[src/somm_pkg.sv]
package somm_pkg;

    // ==========================================================
    // register map (byte addresses, one aligned word each)
    localparam logic [7:0] ADDR_SWITCH_STATE = 8'h00;
    localparam logic [7:0] ADDR_CONTROL      = 8'h04;
    localparam logic [7:0] ADDR_CONFIG       = 8'h08;
    localparam logic [7:0] ADDR_STATUS       = 8'h0c;
    localparam logic [7:0] ADDR_POS_DIR      = 8'h10;

    // ==========================================================
    // reset values
    localparam logic [7:0] RST_SWITCH_STATE = 8'h00;
    localparam logic [1:0] RST_CONTROL      = 2'h1;
    localparam logic [7:0] RST_OUTPUTS      = 8'h00;
    localparam logic [7:0] CFG_DEFAULT      = 8'h0a;

    // ==========================================================
    // control register fields
    localparam int CTL_BACKCOMPAT = 0;
    localparam int CTL_STANDBY    = 1;

    // switch state / output bit positions
    localparam int SW_BAND    = 0;
    localparam int SW_POL     = 1;
    localparam int SW_POS     = 2;
    localparam int SW_OPTION  = 3;
    localparam int SW_COUNT   = 8;
    localparam int COMMITTED  = 4;

    // output configuration byte fields
    localparam int CFG_TONE_USE = 0;
    localparam int CFG_DEC_LSB  = 1;
    localparam int CFG_COMPL    = 5;
    localparam int CFG_TWO_LINE = 6;

    // status register fields
    localparam int ST_STANDBY  = 8;
    localparam int ST_POS_DRV  = 9;
    localparam int ST_POS_PIN  = 10;
    localparam int ST_MODE_LSB = 11;

    typedef enum logic [1:0] {
        MODE_SINGLE,
        MODE_DECODED,
        MODE_COMPLEMENTARY
    } somm_mode_e;

    typedef struct packed {
        logic       two_line;
        logic       complementary;
        logic [3:0] decoded_number;
        logic       tone_use;
    } somm_cfg_s;

    typedef struct packed {
        logic [3:0] uncommitted;
        logic       switch_option;
        logic       position_b_a;
        logic       polarization;
        logic       band_high_low;
    } somm_switch_s;

endpackage

[src/somm_output_mapper.sv]
// Added by the designer: the APB interface to the registers and the register offsets.
`timescale 1ns/1ps

// Notes on behaviour
// - eight switching outputs plus one standby output
// - outputs one-four committed, five-eight uncommitted
// - exactly one of three output modes active
// - single polarity: each output follows its switch
// - decoded: three adjacent lines give one-of-eight
// - two-line decode gives one-of-four on outputs
// - complementary: uncommitted outputs invert committed ones
// - backward mode tone drives band or position
// - configuration from factory parameters, never pins
// - standby output only when option enabled
// - reset returns position pin to pulled-up input
// - external reset input is active low
// - low-voltage detector holds reset, enabled default
// - no decoded or complementary means single polarity
module somm_output_mapper
    import somm_pkg::*;
#(
    parameter logic [7:0] OUTPUT_CONFIG = somm_pkg::CFG_DEFAULT,
    parameter bit         STANDBY_USE   = 1'b1,
    parameter bit         LVD_ENABLE    = 1'b1
)
(
    input  wire logic        i_mclk,
    input  wire logic        i_rst,
    input  wire logic        i_ext_reset_n,
    input  wire logic        i_lvd_low,
    input  wire logic        i_tone_detect,
    input  wire logic        i_sat_position_in,
    input  wire logic        i_psel,
    input  wire logic        i_penable,
    input  wire logic        i_pwrite,
    input  wire logic [7:0]  i_paddr,
    input  wire logic [31:0] i_pwdata,
    output logic [31:0]      o_prdata,
    output logic             o_pready,
    output logic             o_pslverr,
    output logic             o_band_select_out,
    output logic             o_polarization_out,
    output logic             o_sat_position_out,
    output logic             o_sat_position_oe_n,
    output logic             o_sat_position_pullup_en,
    output logic             o_switch_option_out,
    output logic             o_uncommitted_out_a,
    output logic             o_uncommitted_out_b,
    output logic             o_uncommitted_out_c,
    output logic             o_uncommitted_out_d,
    output logic             o_standby_out
);
    import somm_pkg::*;

    // ==========================================================
    // helpers
    // one-hot decode of a select value onto eight lines
    function automatic logic [7:0] one_hot8(input logic [2:0] sel);
        logic [7:0] v;
        v = 8'h00;
        v[sel] = 1'b1;
        return v;
    endfunction

    // pick the line at a wrapped position of the switch vector
    function automatic logic pick(input logic [7:0] s, input logic [3:0] idx);
        logic [2:0] w;
        w = idx[2:0];
        return s[w];
    endfunction

    // ==========================================================
    // internal reset sources
    // the external pin and the detector hold every register except the bus slave flops like a
    // synchronous clear to the same constants; only the async i_rst clears without an edge
    logic hold_reset;
    assign hold_reset = ~i_ext_reset_n
                      | (LVD_ENABLE & i_lvd_low);

    // ==========================================================
    // factory configuration, fixed at build time
    somm_cfg_s  cfg;
    somm_mode_e mode;
    logic       dec_selected;
    assign cfg          = somm_cfg_s'(OUTPUT_CONFIG[6:0]);
    assign dec_selected = (cfg.decoded_number != 4'h0);
    // decoded mode takes priority, so only one mode is ever live
    assign mode = dec_selected      ? MODE_DECODED :
                  cfg.complementary ? MODE_COMPLEMENTARY :
                                      MODE_SINGLE;

    // ==========================================================
    // registers
    logic [7:0]  switch_reg;
    logic [7:0]  switch_next;
    logic [1:0]  control_reg;
    logic [1:0]  control_next;
    logic        pos_drive_reg;
    logic        pos_drive_next;
    logic [7:0]  out_reg;
    logic [7:0]  out_next;
    logic        standby_reg;
    logic        standby_next;
    logic        pos_oe_n_reg;
    logic        pullup_reg;
    logic [31:0] prdata_reg;
    logic [31:0] prdata_next;
    logic        pready_reg;
    logic        pslverr_reg;
    logic        pslverr_next;

    // ==========================================================
    // apb decode
    logic setup_phase;
    logic access_done;
    logic wr_en;
    logic hit_switch;
    logic hit_control;
    logic hit_config;
    logic hit_status;
    logic hit_pos_dir;
    logic hit_any;
    logic hit_writable;

    assign setup_phase  = i_psel & ~i_penable;
    assign access_done  = i_psel & i_penable & pready_reg;
    assign hit_switch   = (i_paddr == ADDR_SWITCH_STATE);
    assign hit_control  = (i_paddr == ADDR_CONTROL);
    assign hit_config   = (i_paddr == ADDR_CONFIG);
    assign hit_status   = (i_paddr == ADDR_STATUS);
    assign hit_pos_dir  = (i_paddr == ADDR_POS_DIR);
    assign hit_any      = hit_switch | hit_control | hit_config | hit_status | hit_pos_dir;
    assign hit_writable = hit_switch | hit_control | hit_pos_dir;
    // writes to read-only or unmapped words are dropped and flagged
    assign wr_en        = access_done & i_pwrite & hit_writable & ~pslverr_reg;

    assign switch_next    = (wr_en & hit_switch)  ? i_pwdata[7:0] : switch_reg;
    assign control_next   = (wr_en & hit_control) ? i_pwdata[1:0] : control_reg;
    assign pos_drive_next = (wr_en & hit_pos_dir) ? i_pwdata[0]   : pos_drive_reg;
    assign pslverr_next   = ~hit_any | (i_pwrite & (hit_config | hit_status));

    // ==========================================================
    // effective switch state
    // backward mode: the tone replaces one committed line
    somm_switch_s sw_eff;
    logic [7:0]   sw_vec;
    logic         backcompat;
    assign backcompat = control_reg[CTL_BACKCOMPAT];
    always_comb
    begin
        sw_eff = somm_switch_s'(switch_reg);
        if (backcompat)
        begin
            if (cfg.tone_use)
            begin
                sw_eff.position_b_a = i_tone_detect;
            end
            else
            begin
                sw_eff.band_high_low = i_tone_detect;
            end
        end
    end
    assign sw_vec = 8'(sw_eff);

    // ==========================================================
    // output mapping per mode
    logic [3:0] dec_start;
    logic [2:0] dec_sel3;
    logic [1:0] dec_sel2;
    logic [7:0] out_single;
    logic [7:0] out_decoded;
    logic [7:0] out_compl;
    logic [7:0] dec2_hot;

    // decoded number n picks lines n-1, n, n+1 (wrapping at eight)
    assign dec_start = cfg.decoded_number - 4'h1;
    assign dec_sel3  = {pick(sw_vec, dec_start + 4'h2),
                        pick(sw_vec, dec_start + 4'h1),
                        pick(sw_vec, dec_start)};
    assign dec_sel2  = {pick(sw_vec, dec_start + 4'h1),
                        pick(sw_vec, dec_start)};

    assign out_single = sw_vec;
    // two-line decode keeps the upper four outputs quiet
    assign dec2_hot    = one_hot8({1'b0, dec_sel2});
    assign out_decoded = cfg.two_line ? {4'h0, dec2_hot[3:0]}
                                      : one_hot8(dec_sel3);
    assign out_compl = {~sw_vec[COMMITTED-1:0], sw_vec[COMMITTED-1:0]};

    always_comb
    begin
        unique case (mode)
            MODE_DECODED:       out_next = out_decoded;
            MODE_COMPLEMENTARY: out_next = out_compl;
            MODE_SINGLE:        out_next = out_single;
            default:            out_next = RST_OUTPUTS;
        endcase
    end

    assign standby_next = STANDBY_USE & control_reg[CTL_STANDBY];

    // ==========================================================
    // read data
    logic [31:0] status_word;
    always_comb
    begin
        status_word = 32'h0;
        status_word[SW_COUNT-1:0] = out_reg;
        status_word[ST_STANDBY]   = standby_reg;
        status_word[ST_POS_DRV]   = pos_drive_reg;
        status_word[ST_POS_PIN]   = i_sat_position_in;
        status_word[ST_MODE_LSB+1:ST_MODE_LSB] = mode;
    end

    always_comb
    begin
        prdata_next = 32'h0;
        if (hit_switch)
        begin
            prdata_next[7:0] = switch_reg;
        end
        if (hit_control)
        begin
            prdata_next[1:0] = control_reg;
        end
        if (hit_config)
        begin
            prdata_next[7:0] = OUTPUT_CONFIG;
        end
        if (hit_status)
        begin
            prdata_next = status_word;
        end
        if (hit_pos_dir)
        begin
            prdata_next[0] = pos_drive_reg;
        end
    end

    // ==========================================================
    // bus slave flops: answer one cycle after setup
    always_ff @(posedge i_mclk or posedge i_rst)
    begin
        if (i_rst)
        begin
            pready_reg  <= 1'b0;
            pslverr_reg <= 1'b0;
            prdata_reg  <= 32'h0;
        end
        else
        begin
            pready_reg  <= setup_phase;
            pslverr_reg <= setup_phase & pslverr_next;
            prdata_reg  <= (setup_phase & ~i_pwrite) ? prdata_next : 32'h0;
        end
    end

    // ==========================================================
    // software-visible state
    // the pin and the detector clear like i_rst, but only on an edge,
    // so a short glitch on either cannot leave half the state cleared
    always_ff @(posedge i_mclk or posedge i_rst)
    begin
        if (i_rst)
        begin
            switch_reg    <= RST_SWITCH_STATE;
            control_reg   <= RST_CONTROL;
            pos_drive_reg <= 1'b0;
        end
        else if (hold_reset)
        begin
            switch_reg    <= RST_SWITCH_STATE;
            control_reg   <= RST_CONTROL;
            pos_drive_reg <= 1'b0;
        end
        else
        begin
            switch_reg    <= switch_next;
            control_reg   <= control_next;
            pos_drive_reg <= pos_drive_next;
        end
    end

    // ==========================================================
    // mapped outputs and standby
    always_ff @(posedge i_mclk or posedge i_rst)
    begin
        if (i_rst)
        begin
            out_reg     <= RST_OUTPUTS;
            standby_reg <= 1'b0;
        end
        else if (hold_reset)
        begin
            out_reg     <= RST_OUTPUTS;
            standby_reg <= 1'b0;
        end
        else
        begin
            out_reg     <= out_next;
            standby_reg <= standby_next;
        end
    end

    // ==========================================================
    // position pin direction
    // any reset leaves a pulled-up input, even after software drove it
    always_ff @(posedge i_mclk or posedge i_rst)
    begin
        if (i_rst)
        begin
            pos_oe_n_reg <= 1'b1;
            pullup_reg   <= 1'b1;
        end
        else if (hold_reset)
        begin
            pos_oe_n_reg <= 1'b1;
            pullup_reg   <= 1'b1;
        end
        else
        begin
            pos_oe_n_reg <= ~pos_drive_next;
            pullup_reg   <= ~pos_drive_next;
        end
    end

    // ==========================================================
    // pins
    assign o_band_select_out        = out_reg[SW_BAND];
    assign o_polarization_out       = out_reg[SW_POL];
    assign o_sat_position_out       = out_reg[SW_POS];
    assign o_switch_option_out      = out_reg[SW_OPTION];
    assign o_uncommitted_out_a      = out_reg[4];
    assign o_uncommitted_out_b      = out_reg[5];
    assign o_uncommitted_out_c      = out_reg[6];
    assign o_uncommitted_out_d      = out_reg[7];
    assign o_standby_out            = standby_reg;
    assign o_sat_position_oe_n      = pos_oe_n_reg;
    assign o_sat_position_pullup_en = pullup_reg;
    assign o_prdata                 = prdata_reg;
    assign o_pready                 = pready_reg;
    assign o_pslverr                = pslverr_reg;

endmodule // somm_output_mapper

[config.mk]
export PLATFORM = sky130hd
export DESIGN_NAME = somm_output_mapper
export DESIGN_NICKNAME = d
export VERILOG_FILES = /design/src/somm_pkg.sv /design/src/somm_output_mapper.sv
export SDC_FILE = /design/constraint.sdc
export NUM_CORES = 1
export LEC_CHECK = 0
export ABC_CLOCK_PERIOD_IN_PS = 4290
export BUFFER_PORTS_ARGS = -buffer_cell sky130_fd_sc_hd__buf_2
export CAP_MARGIN = 5
export CORE_MARGIN = 10
export CORE_UTILIZATION = 47
export CTS_CLUSTER_DIAMETER = 100
export DETAILED_ROUTE_END_ITERATION = 10
export PLACE_DENSITY = 0.83
export SYNTH_ARGS = -nofsm -noshare
export SYNTH_HDL_FRONTEND = slang
export SYNTH_SLANG_ARGS = --single-unit
[constraint.sdc]
create_clock -name i_mclk -period 4.29 [get_ports i_mclk]
set_input_delay 0 -clock i_mclk [delete_from_list [all_inputs] [get_ports i_mclk]]
set_output_delay 0 -clock i_mclk [all_outputs]
set_load 0.03 [all_outputs]
==> results of run 1 <==
[cell type report]
cell class	instances	area share
Inverter	5	0.00903
Tap cell	46	0.0277
Clock buffer	7	0.0265
Clock inverter	1	0.00241
Sequential cell	35	0.423
Timing Repair Buffer	64	0.191
Multi-Input combinational cell	113	0.320
[metal layers]
layer / vias to the layer above / routed length, µm
met5: - / 0
met4: 0 / 40
met3: 5 / 279
met2: 44 / 1730
met1: 589 / 1540
li1: 638 / -
[synthesized netlist by cell type]
cell type	n
dfrtp_1	33
nand2_1	22
buf_4	21
nor2_1	16
mux2i_1	12
a22oi_1	5
inv_1	5
and3_1	4
clkbuf_1	4
nand2b_1	4
nor3_1	4
nor4_1	4
a21oi_1	3
dfstp_2	2
mux2_2	2
nand4b_1	2
a21o_1	1
and2_1	1
buf_1	1
buf_2	1
conb_1	1
nand3_1	1
nand4bb_1	1
nor2b_1	1
nor4_4	1
nor4b_1	1
o2111a_1	1
o21ai_0	1
o22ai_1	1
o32ai_1	1
or2_2	1
or4_4	1
or4b_4	1
or4bb_1	1
[per-stage QoR]
step           instances  power [mW]  area (µm²)  worst slack (ns)
2_1_floorplan        180       0.402        1740              2.63
3_3_place_gp         248       0.406        1870              2.60
3_5_place_dp         248       0.407        1870              2.56
4_1_cts              271       0.596        2080              2.46
5_1_grt              271       0.621        2080              2.38
6_report             271       0.591        2080              2.45
[final timing paths]
kind | from | endpoint | slack, ns | cells past startpoint
max | i_paddr[2] | switch_reg[1] | 2.45 | 5
max in group asynchronous | i_rst | o_sat_position_oe_n | 3.67 | 4
min | i_paddr[6] | control_reg[0] | 0.03 | 3
min reg2reg | control_reg[1] | o_standby_out | 0.50 | 2
max reg2reg | o_pslverr | control_reg[1] | 2.62 | 3
min in group asynchronous | i_rst | o_prdata[4] | 0.28 | 4
[logic make-up after synthesis]
family                 Yosys count
AND/OR/NAND/NOR                 66
flip-flops                      35
buffers and inverters           32
multiplexers                    14
AO/OA/AOI/OAI                   13
other                            1
[critical path, cell delays in order]
cell and delay, ns:
dlygate4sd3_1 0.55, buf_2 0.17, or4b_4 0.53, nor4_4 0.56, mux2i_1 0.27
[repair_timing]
item,CTS,global route
endpoints found under the hold margin,49,0
gates resized for setup,0,0
hold buffers,15,0
[power breakdown]
group | switching [mW] | leakage [nW] | internal [mW]
clock | 0.100 | 0.0353 | 0.0793
sequential | 0.000906 | 0.479 | 0.331
combinational | 0.0543 | 0.539 | 0.0254
total | 0.156 | 1.05 | 0.436
==> impl_metrics.py, run 1 <==
metrics = {
    "timing": {
        "fin_setup_tns_ns": 0,
        "fin_crit_sh": 0.429,
        "grt_setup_unrepaired": "false",
        "setup_viol": 0,
        "relSlewSlack": 0.253,
        "final_max_slew_viol_count": 0,
        "worst_slew_pin_slew_ns": 1.12,
        "period_needed_ns": 1.84,
        "hold-worst-slack_ns": 0.0300,
        "clock_skew_ns": 0.0119,
        "final_hold_viol_count": 0,
        "max_freq_mhz": 544,
    },
    "clocking": {
        "numCtsBuffers": 5,
        "cts_tree": "built",
        "clkTransAtPathRegs_ns": 0.10,
        "insertion_delay_ns": 0.34,
        "cts_root_buffer": "clkbuf_4",
        "postCtsSetupBuffers": 0,
        "clockBufferDepth": 2,
        "htree_levels": 2,
        "cts.sinks": 35,
    },
    "final_layout": {
        "final_util": 0.613,
        "largest_register_ffs": 12,
        "areaGrowthSynthToFinish_pct": 24.2,
        "diodes": 0,
        "multi_input_area_um2": 666,
        "fill_cells": 278,
        "seq_area_um2": 878,
        "layout_commonest_cell": "buf_2",
        "most-common-layout-cells": "buf_2, dfrtp_1, nand2_1",
        "num-nets-final": 273,
        "layout-drive-gt1-share": 0.284,
    },
    "detailed_routing": {
        "routedWlPerCell_um": 13.2,
        "vias": 1276,
        "drt_iter0_markers": 83,
        "drc_errors": 0,
        "viasPerCell": 4.71,
        "drt-total-wl_um": 3590,
        "final_antenna_net_count": 0,
        "detail_route.first_pass.iterations": 5,
    },
    "logic_synthesis": {
        "syn_area_um2": 1670,
        "syn_inst": 161,
        "ys_ff_latch": 35,
        "synth_top_family_by_area": "simple AND/OR/NAND/NOR gates",
        "synthDistinctLibCells": 34,
        "synth_area_leaders": "dfrtp_1, buf_4, mux2i_1, nand2_1, nor2_1",
        "synth.area.mux_share": 0.0853,
        "yosysWarnings": 0,
        "syn_avg_cell_area_um2": 10.4,
        "yosys.area_share.simple": 0.213,
        "synth_fa_ha_area_frac": 0,
        "ys_seq_area_frac": 0.525,
        "synth-xor-area-share": 0,
        "synth_top_cell_area_share": 0.494,
        "synth_compound_area_frac": 0.0546,
        "yosys.area.top_type": "dfrtp_1",
    },
    "placed_design": {
        "port_buffers": 48,
        "gp_congestion": 0.778,
        "dp_hpwl_um": 2790,
    },
    "critical_path": {
        "critPathLaunchType": "input pin",
        "cp-end-kind": "flop",
        "cp_max_fo": 9,
        "critPathRequiredTime_ns": 4.54,
        "path_class": "input pin to flop",
        "arrival_ns": 2.09,
    },
    "hold_path": {
        "min_path_type": "input pin to flop",
    },
    "power_and_ir_drop": {
        "p_leak_nw": 1.05,
        "powerDensity_nw_per_um2": 285,
        "worst_ir_drop_vdd_mv": 0.109,
    },
    "global_routing": {
        "globalRouteOverflowTotal": 0,
        "antenna_found_initial": 0,
        "grt_pass1_vias": 1304,
        "met1_usage": 0.131,
        "grt_pass1_wl_um": 5950,
        "met2_usage": 0.189,
        "grt_start_max_net_pins": 36,
        "grtUsageMet3": 0.0495,
        "track_usage": 0.116,
        "busiest_layer": "met2",
    },
    "job": {
        "maxCapViolCount": 0,
    },
    "floorplanning": {
        "fp.coreArea_um2": 3390,
        "initial_core_util": 0.494,
        "pin_count": 94,
        "num_rows": 21,
        "die_w_um": 79.7,
        "die_area_um2": 6350,
        "dieHeight_um": 79.7,
    },
    "status": {
        "status": "complete, no violations",
    },
}
Power figures use the tool's default switching activity.
==> run 2, diff against run 1 <==
- ABC_CLOCK_PERIOD_IN_PS: 4290 -> 1800
- CORE_UTILIZATION: 47 -> 44
- PLACE_DENSITY: 0.83 -> 0.79
- clock period: 4.29 -> 1.8 ns (I/O delays scaled with it)
==> impl_metrics.py, run 2 (synthesis results as in run 1) <==
metrics = {
    "clocking": {
        "clockBufferDepth": 2,
        "cts.sinks": 35,
        "clkTransAtPathRegs_ns": 0.06,
        "insertion_delay_ns": 0.29,
        "cts_root_buffer": "clkbuf_8",
        "postCtsSetupBuffers": 0,
        "numCtsBuffers": 5,
        "cts_tree": "built",
        "htree_levels": 2,
    },
    "detailed_routing": {
        "vias": 1281,
        "detail_route.first_pass.iterations": 4,
        "viasPerCell": 4.73,
        "drt_iter0_markers": 47,
        "routedWlPerCell_um": 14.2,
        "drc_errors": 0,
        "drt-total-wl_um": 3860,
        "final_antenna_net_count": 0,
    },
    "power_and_ir_drop": {
        "power_frac_clock": 0.458,
        "p_comb_frac": 0.102,
        "powerDensity_nw_per_um2": 848,
        "power_switching_mw": 0.404,
        "p_int_mw": 1.40,
        "worst_ir_drop_vdd_mv": 0.450,
        "p_leak_nw": 1.08,
        "swShare": 0.224,
        "seqPwrFrac": 0.440,
    },
    "placed_design": {
        "gp_congestion": 0.840,
        "port_buffers": 48,
        "placed_cells": 254,
        "dp_hpwl_um": 2950,
    },
    "timing": {
        "final_max_slew_viol_count": 0,
        "final_hold_viol_count": 0,
        "period_needed_ns": 1.55,
        "fin_crit_sh": 0.864,
        "clock_skew_ns": 0.00721,
        "grt_setup_unrepaired": "false",
        "max_freq_mhz": 643,
        "setup_viol": 0,
        "fin_setup_tns_ns": 0,
    },
    "floorplanning": {
        "initial_core_util": 0.457,
        "die_w_um": 81.7,
        "pin_count": 94,
        "die_area_um2": 6670,
        "dieHeight_um": 81.7,
        "fp.coreArea_um2": 3660,
        "num_rows": 22,
    },
    "job": {
        "maxCapViolCount": 0,
    },
    "final_layout": {
        "areaGrowthSynthToFinish_pct": 26.9,
        "layout_commonest_cell": "buf_2",
        "multi_input_area_um2": 666,
        "most-common-layout-cells": "buf_2, dfrtp_1, nand2_1",
        "final_cells": 271,
        "largest_register_ffs": 12,
        "seq_area_um2": 878,
        "num-nets-final": 271,
        "diodes": 0,
        "layout-drive-gt1-share": 0.305,
        "fill_cells": 328,
    },
    "global_routing": {
        "grt_pass1_vias": 1320,
        "antenna_found_initial": 0,
        "grt_start_max_net_pins": 36,
        "track_usage": 0.115,
        "grt_pass1_wl_um": 5930,
        "globalRouteOverflowTotal": 0,
    },
    "critical_path": {
        "slowest_stage": "dfrtp_1",
        "cp_max_fo": 3,
        "slowest_delay_ns": 0.39,
        "path_cells": "nand4b_1, nor4_1, buf_4, mux2_2",
        "ff2ff_setup_slack_ns": 0.25,
        "startpoint": "o_pslverr",
        "critPathLaunchType": "flop",
        "arrival_ns": 1.77,
        "critPathRequiredTime_ns": 2.01,
        "reg2reg_from": "o_pslverr",
        "cp-end-kind": "flop",
        "path_class": "flop to flop",
    },
    "status": {
        "status": "complete, no violations",
    },
    "hold_path": {
        "min_from": "i_pwdata[0]",
        "min_path_type": "input pin to flop",
    },
}
## run 2: routing by layer
layer  wire, µm  vias up  part of all wire  track usage
met5          0        -                 0            0
met4        119        0             0.031       0.0680
met3        303       10             0.079       0.0437
met2       1960       43              0.51        0.191
met1       1470      597              0.38        0.122
li1           -      631                 -            -
## run 2: cell type report
type                    instances  area share
repair buffers                 62       0.173
multi-input cells             113       0.313
clock buffers                   6      0.0342
clock inverters                 2      0.0283
inverters                       5     0.00884
flip-flops and latches         35       0.414
well taps                      48      0.0283
## run 2: worst max-delay path: cells and delay by family, from the launching register on
| kind | cells | cell delay, ns |
|---|---|---|
| muxes | 1 | 0.32 |
| and+or+nand+nor | 2 | 0.59 |
| buffers and inverters | 1 | 0.18 |
| DFF | 1 | 0.39 |
## run 2: worst paths after layout
| path | to | cells past startpoint |
|---|---|---|
| min in group asynchronous | o_prdata[4] | 4 |
| max | o_sat_position_oe_n | 4 |
| min reg2reg | o_standby_out | 2 |
| max reg2reg | o_sat_position_oe_n | 4 |
| min | control_reg[0] | 3 |
| max in group asynchronous | o_sat_position_oe_n | 4 |
## run 2: timing repair
action	in CTS	in global routing
hold buffers	9	0
endpoints found under the hold margin	42	0
gates resized for setup	0	0
## run 2: metrics by stage
stage          setup slack [ns]  total power [mW]  utilization  hold slack, ns  area, µm²
2_1_floorplan             0.143             0.958            -           0.137       1740
3_3_place_gp              0.237             0.970        0.519           0.109       1900
3_5_place_dp              0.200             0.973        0.519           0.109       1900
4_1_cts                   0.261              1.81        0.580          0.0227       2120
5_1_grt                   0.183              1.86        0.580          0.0386       2120
6_report                  0.245              1.80        0.580          0.0336       2120
## run 2: power by group through the flow
stage	Combinational [mW]	Clock (mW)	Sequential, mW
final	0.184	0.824	0.793
after global routing	0.199	0.865	0.793
after CTS	0.182	0.834	0.792
after detailed placement	0.166	0	0.807
after global placement	0.163	0	0.807
after floorplan	0.145	0	0.814
